<file path="src/rar_cfg.svh">
// Widths and reset values for the return and rotate executor.
// Included by the package and the executor; holds definitions only.
`ifndef RAR_CFG_SVH
`define RAR_CFG_SVH

`define RAR_DATA_W    8
`define RAR_FILE_W    7
`define RAR_PC_W      9
`define RAR_RST_DATA  8'h00
`define RAR_RST_FILE  7'h00
`define RAR_RST_PC    9'h000

`endif

</file>
<file path="src/rar_pkg.sv">
// Types shared by the return and rotate executor.
// Assumes rar_cfg.svh is on the include path.
`include "rar_cfg.svh"

package rar_pkg;

	typedef logic [`RAR_DATA_W-1:0] rar_data_t;
	typedef logic [`RAR_FILE_W-1:0] rar_fidx_t;
	typedef logic [`RAR_PC_W-1:0]   rar_pc_t;

	// Code 2'h3 is not an instruction of this block
	typedef enum logic [1:0] {
		RAR_OP_RETURN_WITH_LITERAL = 2'h0,
		RAR_OP_RETURN              = 2'h1,
		RAR_OP_ROTATE_LEFT_VIA_CARRY = 2'h2
	} rar_op_e;

	// Gray coded, one step per extra cycle
	typedef enum logic [0:0] {
		RAR_ST_IDLE  = 1'h0,
		RAR_ST_FLUSH = 1'h1
	} rar_state_e;

endpackage : rar_pkg

</file>
<file path="src/rar_exec.sv">
// Executor for the literal return, plain return and rotate-left-through-carry instructions.
// Assumes the core presents one decoded instruction with its operands and the
// addressed file register value, all synchronous to clk_sys, and applies the
// one-cycle write, load and pop pulses that this block drives.
`timescale 1ns/100ps
`default_nettype none
`include "rar_cfg.svh"

module rar_exec (
	// Clock and reset
	input  wire logic                  clk_sys,
	input  wire logic                  resetn,
	// Instruction in
	input  wire logic                  instr_valid,
	input  wire logic [1:0]            instr_op,
	input  wire logic [`RAR_DATA_W-1:0] instr_literal,
	input  wire logic [`RAR_FILE_W-1:0] instr_file_idx,
	input  wire logic                  instr_dest,
	output logic                       instr_ready,
	output logic                       retire,
	// Operand sources
	input  wire logic [`RAR_DATA_W-1:0] file_rdata,
	input  wire logic                  carry_in,
	input  wire logic [`RAR_PC_W-1:0]   stack_top_entry,
	// Accumulator write
	output logic                       w_we,
	output logic [`RAR_DATA_W-1:0]      w_wdata,
	// File register write
	output logic                       file_we,
	output logic [`RAR_FILE_W-1:0]      file_waddr,
	output logic [`RAR_DATA_W-1:0]      file_wdata,
	// Carry write
	output logic                       carry_we,
	output logic                       carry_wdata,
	// Program counter and stack
	output logic                       pc_load,
	output logic [`RAR_PC_W-1:0]        pc_value,
	output logic                       stack_pop
);

	// Nine-bit rotation: {new carry, result}
	function automatic logic [`RAR_DATA_W:0] rot_left(input logic [`RAR_DATA_W-1:0] v, input logic c);
		rot_left = {v, c};
	endfunction : rot_left

	rar_pkg::rar_state_e state_q;
	rar_pkg::rar_op_e    op;
	logic                take;
	logic [`RAR_DATA_W:0] rot;

	assign op   = rar_pkg::rar_op_e'(instr_op);
	assign take = instr_valid && instr_ready;
	assign rot  = rot_left(file_rdata, carry_in);

	// Sequencing; a return holds ready low for its second cycle
	always_ff @(posedge clk_sys or negedge resetn) begin
		if (!resetn) begin
			state_q     <= rar_pkg::RAR_ST_IDLE;
			instr_ready <= 1'b0;
			retire      <= 1'b0;
		end else begin
			retire      <= 1'b0;
			instr_ready <= 1'b1;
			unique case (state_q)
				rar_pkg::RAR_ST_IDLE: begin
					if (take) begin
						unique case (op)
							rar_pkg::RAR_OP_RETURN_WITH_LITERAL,
							rar_pkg::RAR_OP_RETURN: begin
								state_q     <= rar_pkg::RAR_ST_FLUSH;
								instr_ready <= 1'b0;
							end
							rar_pkg::RAR_OP_ROTATE_LEFT_VIA_CARRY: begin
								retire <= 1'b1;
							end
							default: begin
							end
						endcase
					end
				end
				rar_pkg::RAR_ST_FLUSH: begin
					state_q <= rar_pkg::RAR_ST_IDLE;
					retire  <= 1'b1;
				end
			endcase
		end
	end

	// Program counter and stack pulses
	always_ff @(posedge clk_sys or negedge resetn) begin
		if (!resetn) begin
			pc_load   <= 1'b0;
			stack_pop <= 1'b0;
			pc_value  <= `RAR_RST_PC;
		end else begin
			pc_load   <= 1'b0;
			stack_pop <= 1'b0;
			if (take && (op == rar_pkg::RAR_OP_RETURN_WITH_LITERAL || op == rar_pkg::RAR_OP_RETURN)) begin
				pc_load   <= 1'b1;
				stack_pop <= 1'b1;
				pc_value  <= stack_top_entry;
			end
		end
	end

	// Accumulator and file register writes
	always_ff @(posedge clk_sys or negedge resetn) begin
		if (!resetn) begin
			w_we       <= 1'b0;
			w_wdata    <= `RAR_RST_DATA;
			file_we    <= 1'b0;
			file_waddr <= `RAR_RST_FILE;
			file_wdata <= `RAR_RST_DATA;
		end else begin
			w_we    <= 1'b0;
			file_we <= 1'b0;
			if (take) begin
				if (op == rar_pkg::RAR_OP_RETURN_WITH_LITERAL) begin
					w_we    <= 1'b1;
					w_wdata <= instr_literal;
				end else if (op == rar_pkg::RAR_OP_ROTATE_LEFT_VIA_CARRY) begin
					if (instr_dest) begin
						file_we    <= 1'b1;
						file_waddr <= instr_file_idx;
						file_wdata <= rot[`RAR_DATA_W-1:0];
					end else begin
						w_we    <= 1'b1;
						w_wdata <= rot[`RAR_DATA_W-1:0];
					end
				end
			end
		end
	end

	// Carry only; no other flag is driven, so returns leave all flags alone
	always_ff @(posedge clk_sys or negedge resetn) begin
		if (!resetn) begin
			carry_we    <= 1'b0;
			carry_wdata <= 1'b0;
		end else begin
			carry_we <= 1'b0;
			if (take && op == rar_pkg::RAR_OP_ROTATE_LEFT_VIA_CARRY) begin
				carry_we    <= 1'b1;
				carry_wdata <= rot[`RAR_DATA_W];
			end
		end
	end

	logic take_lit;
	logic take_ret;
	logic take_rot;
	assign take_lit = take && op == rar_pkg::RAR_OP_RETURN_WITH_LITERAL;
	assign take_ret = take && op == rar_pkg::RAR_OP_RETURN;
	assign take_rot = take && op == rar_pkg::RAR_OP_ROTATE_LEFT_VIA_CARRY;
endmodule : rar_exec
`default_nettype wire

</file>
<file path="config.mk">
export PLATFORM = sky130hd
export DESIGN_NAME = rar_exec
export DESIGN_NICKNAME = d
export VERILOG_FILES = /design/src/rar_pkg.sv /design/src/rar_exec.sv
export VERILOG_INCLUDE_DIRS = /design/src
export SDC_FILE = /design/constraint.sdc
export NUM_CORES = 1
export LEC_CHECK = 0
export BUFFER_PORTS_ARGS = -buffer_cell sky130_fd_sc_hd__buf_2
export CORE_UTILIZATION = 48
export DETAILED_ROUTE_END_ITERATION = 12
export HOLD_SLACK_MARGIN = 0.05
export PLACE_DENSITY = 0.83
export SETUP_SLACK_MARGIN = 0.15
export SLEW_MARGIN = 20
export SYNTH_ARGS = -nofsm -noshare
export SYNTH_HDL_FRONTEND = slang
export SYNTH_SLANG_ARGS = --single-unit
</file>
<file path="constraint.sdc">
create_clock -name clk_sys -period 2.95 [get_ports clk_sys]
set_clock_uncertainty 0.05 [all_clocks]
set_input_delay 0.295 -clock clk_sys [delete_from_list [all_inputs] [get_ports clk_sys]]
set_output_delay 0.295 -clock clk_sys [all_outputs]
set_load 0.1 [all_outputs]
</file>
Word-level counts from Yosys, hierarchy flattened
Index checks and enable logic that the tools add are counted.

storage, ports and cells
  input bits = 39
  logic and storage cells = 48
  output and inout port bits = 40
  bits in registers = 40

cells by class
  eq/ne operators = 3
  muxes and demuxes = 22
  bitwise gates (word level) = 2
  reductions and logical operators = 9

operators with widths
  kind                                                   number
  2-to-1 mux 8 bit                                       3
  2-to-1 mux 1 bit                                       17
  one-hot mux 1 bit (2 select lines)                     2
  AND reduction 4 bit                                    1
  logical AND 1 bit                                      3
  AND reduction 3 bit                                    1
  == test 2 x 1 -> 1 bit, second input constant          1
  == test 2 bit, second input constant                   1
  zero test 2 bit                                        1
  inequality test 2 x 1 -> 1 bit, second input constant  1
  inverter 1 bit                                         2
  nonzero test 2 bit                                     1
  OR reduction 2 bit                                     1
  logical OR 1 bit                                       1

Logic depth before layout (Yosys ltp)
  depth after elaboration = 5
  depth in mapped cells = 5
  mapped depth without buffers = 3

Worst setup path after synthesis
OpenSTA, ideal clock, no wires.

  kind = register to register
  start point = register instr_ready
  end point = register file_waddr[0]
  stages on the path, launching flop included = 6
  slack = 0.806 ns
  arrival time = 1.968 ns
  path buffers = 2
  library setup time = 0.126 ns
  period minus slack after synthesis = 2.144 ns
  cells stage by stage = dfrtp_1 -> and3b_1 -> and3_4 -> buf_6 -> buf_6 -> mux2_4

between the ends
  cells in the longest elaborated chain, start to end = 2

ends and longest elaborated chain
  element                               RTL line         RTL
  from (decl)                           rar_exec.sv:19   output logic instr_ready,
  from (signal assigned)                rar_exec.sv:59   instr_ready <= 1'b0;
  from (signal assigned)                rar_exec.sv:63   instr_ready <= 1'b1;
  from (signal assigned)                rar_exec.sv:71   instr_ready <= 1'b0;
  logical AND 1 bit                     rar_exec.sv:52   assign take = instr_valid && instr_ready;
  AND reduction 4 bit (no source line)  -
  to (signal assigned)                  rar_exec.sv:112  file_waddr <= `RAR_RST_FILE;
  to (signal assigned)                  rar_exec.sv:124  file_waddr <= instr_file_idx;
  to (decl)                             rar_exec.sv:30   output logic [`RAR_FILE_W-1:0] file_waddr,

No other way between the ends.
A chain may end at the register's enable or synchronous reset.

Worst setup path in the final report
  start point = register instr_ready
  end point = output instr_ready

No word-level cell between the ends.

==> flow_metrics.env <==
export IMPL_hold_path_cell_count=2
export IMPL_path_cells="buf_2"
export IMPL_synth_top_family_by_area="multiplexers"
export IMPL_rsz0062_at_grt="no"
export IMPL_timing_slew_headroom_pct=42.1
export IMPL_routed_wl_mm=3.25
export IMPL_detailroute_via_count=1075
export IMPL_grt_busiest_layer="met2"
export IMPL_routed_via_density=4.78
export IMPL_multi_input_area_sq_um=553
export IMPL_layout_common_cells="78 x buf_2, 40 x dfrtp_1, 32 x mux2_2, 9 x mux2_4, 5 x clkbuf_4"
export IMPL_fillers=254
export IMPL_cp_required_ps=2610
export IMPL_syn_num_nets=137
export IMPL_netSwitchingFraction_pct=53.7
export IMPL_yosysSeqAreaShare_pct=62.4
export IMPL_drive_above_1_share_pct=70.7
export IMPL_synth_xor_area_share_pct=0
export IMPL_endpoint="instr_ready"
export IMPL_use_met3_pct=6.28
export IMPL_r2r_end="file_wdata[2]$_DFFE_PN0P_"
export IMPL_timing_fmax_mhz=663
export IMPL_ios=79
export IMPL_finalSetupTns_ps=0
export IMPL_seqPwrFrac_pct=33.8
export IMPL_grtUsageMet2_pct=31.6
export IMPL_regArea_sq_um=1000
export IMPL_grt_use_met1_pct=23.1
export IMPL_clockBufferDepth=2
export IMPL_antenna_cells=0
export IMPL_clkLatencyLatePin_ps=340
export IMPL_port_buffers=78
export IMPL_p_int_uw=965
export IMPL_critical_path_arrival_ps=1160
export IMPL_worstMarginPinSlew_ps=869
export IMPL_cts_hold_buf=1
export IMPL_start_util_pct=51.7
export IMPL_ys_warn_count=0
export IMPL_h_tree_depth=2
export IMPL_finalSetupViolations=0
export IMPL_clock_sinks=40
export IMPL_drt_iter0_markers=30
export IMPL_finalHoldViolCount=0
export IMPL_slew_viol_final=0
export IMPL_ys_seq_elements=40
export IMPL_drc=0
export IMPL_r2r_slack_ps=1450
export IMPL_core_area_sq_um=3100
export IMPL_dieArea_sq_um=3580
export IMPL_synth_area_sq_um=1600
export IMPL_grt_max_degree=41
export IMPL_cts_tree="built"
export IMPL_place_gp_congestion=0.723
export IMPL_nNetsFinal=219
export IMPL_cp_num_buf_inv=1
export IMPL_cts_root_buffer="clkbuf_4"
export IMPL_max_cap_violations=0
export IMPL_antenna_found_initial=0
export IMPL_post_cts_buffers=0
export IMPL_dpl_hpwl_mm=2.40
export IMPL_die_y_um=59.8
export IMPL_critPathLaunch="instr_ready$_DFF_PN0_"
export IMPL_die_w_um=59.8
export IMPL_worstSetupPathType="reg -> out"
export IMPL_placed_area_sq_um=2010
export IMPL_synth_compound_area_share_pct=0
export IMPL_syn_area_per_cell_sq_um=16.4
export IMPL_grt_usage_pct=19.0
export IMPL_reg2reg_depth=3
export IMPL_ir_worst_vdd_mv=0.488
export IMPL_p_clk_share_pct=13.5
export IMPL_end_kind="output pin"
export IMPL_worstPathMaxFanout=3
export IMPL_cellPowerDensity_nw_per_um2=1000
export IMPL_synthToLayoutAreaGrowth_pct=29.9
export IMPL_cp_start_kind="flop"
export IMPL_grt_pass1_wl_mm=4.77
export IMPL_crit_cells=1
export IMPL_cp_slowest_cell="buf_2"
export IMPL_max_stage_delay_ps=440
export IMPL_netlist_instances=98
export IMPL_drtAntennaViolNets=0
export IMPL_synth_adder_area_share_pct=0
export IMPL_globalRouteOverflowTotal=0
export IMPL_ys_types=14
export IMPL_critPathTopFamily="buffers and inverters"
export IMPL_p_switching_mw=1.12
export IMPL_fin_area_sq_um=2080
export IMPL_cts_made_buffers=5
export IMPL_fin_crit_ps=1510
export IMPL_status="finished, final reports clean"
export IMPL_path_clk_slew_ps=110
export IMPL_pwr_share_comb_pct=52.7
export IMPL_drt_pass1_iterations=2
export IMPL_grt_pass1_vias=1048
export IMPL_wl_per_cell_um=14.4
export IMPL_p_leak_nw=1.09
export IMPL_worstHoldPathType="in -> reg"
export IMPL_std_cell_rows=20
export IMPL_final_common_cell="buf_2"
export IMPL_fin_crit_sh_pct=51.1
export IMPL_reg2reg_from="instr_ready$_DFF_PN0_"
export IMPL_synthMuxAreaShare_pct=30.9
export IMPL_synthSimpleGateAreaFrac_pct=3.59
export IMPL_ctsResizeCount=0
synthesized netlist by cell type:
library cell	n	area (sq um)
and3_4	1	11.3
and3b_1	1	8.76
buf_2	1	5.00
buf_4	1	7.51
buf_6	2	22.5
dfrtp_1	40	1000
inv_1	4	15.0
mux2_2	32	360
mux2_4	9	135
nand2_1	3	11.3
nand2b_1	1	6.26
nand3b_1	1	7.51
nor2_2	1	6.26
or2_2	1	6.26
power groups by stage:
stage	clock network [mW]	logic (mW)	registers (mW)
2_1_floorplan	0	0.143	1.49
4_1_cts	0.291	1.11	0.705
3_3_place_gp	0	1.09	0.709
3_5_place_dp	0	1.10	0.716
6_report	0.282	1.10	0.704
5_1_grt	0.318	1.13	0.717
cell families after synthesis:
group                  after synthesis
AND/OR/NAND/NOR                      9
flip-flops                          40
buffers and inverters                8
multiplexers                        41
area by class of cell:
class                      instances  area share (%)
multi-input combinational         50            26.5
tap                               44            2.64
inverter                           4           0.721
clock buffer                       8            2.82
timing repair buffer              79            19.2
sequential                        40            48.0
how the worst min path moves through the flow:
| stage | startpoint | endpoint | slack [ps] |
|---|---|---|---|
| after detailed placement | resetn | w_we$_DFF_PN0_ | 410 |
| final | stack_top_entry[1] | pc_value[1]$_DFFE_PN0P_ | 130 |
| after CTS | stack_top_entry[1] | pc_value[1]$_DFFE_PN0P_ | 120 |
| after global routing | instr_file_idx[3] | file_waddr[3]$_DFFE_PN0P_ | 110 |
| after global placement | resetn | w_we$_DFF_PN0_ | 390 |
| after floorplan | resetn | carry_wdata$_DFFE_PN0P_ | -50 |
metrics by stage:
stage	setup WS, ps	std cells	total power [mW]	utilization, %	hold slack, ps
4_1_cts	1430	225	2.10	67.1	119
6_report	1440	225	2.09	67.1	132
5_1_grt	1400	225	2.17	67.1	110
3_3_place_gp	1350	216	1.80	64.9	387
3_5_place_dp	1330	216	1.82	64.9	407
2_1_floorplan	806	98	1.64	-	-50.6
routing by layer:
layer  vias to the layer above  wire [um]
met3                         5        195
li1                        503          -
met5                         -          0
met1                       526       1310
met4                         0         47
met2                        41       1690
registers in the layout, summed over array words and instances, names as in the netlist, 7 cells and up:
signal / flops
file_waddr: 7
pc_value: 9
file_wdata: 8
w_wdata: 8
No activity file was read; power rests on OpenSTA's default activity.
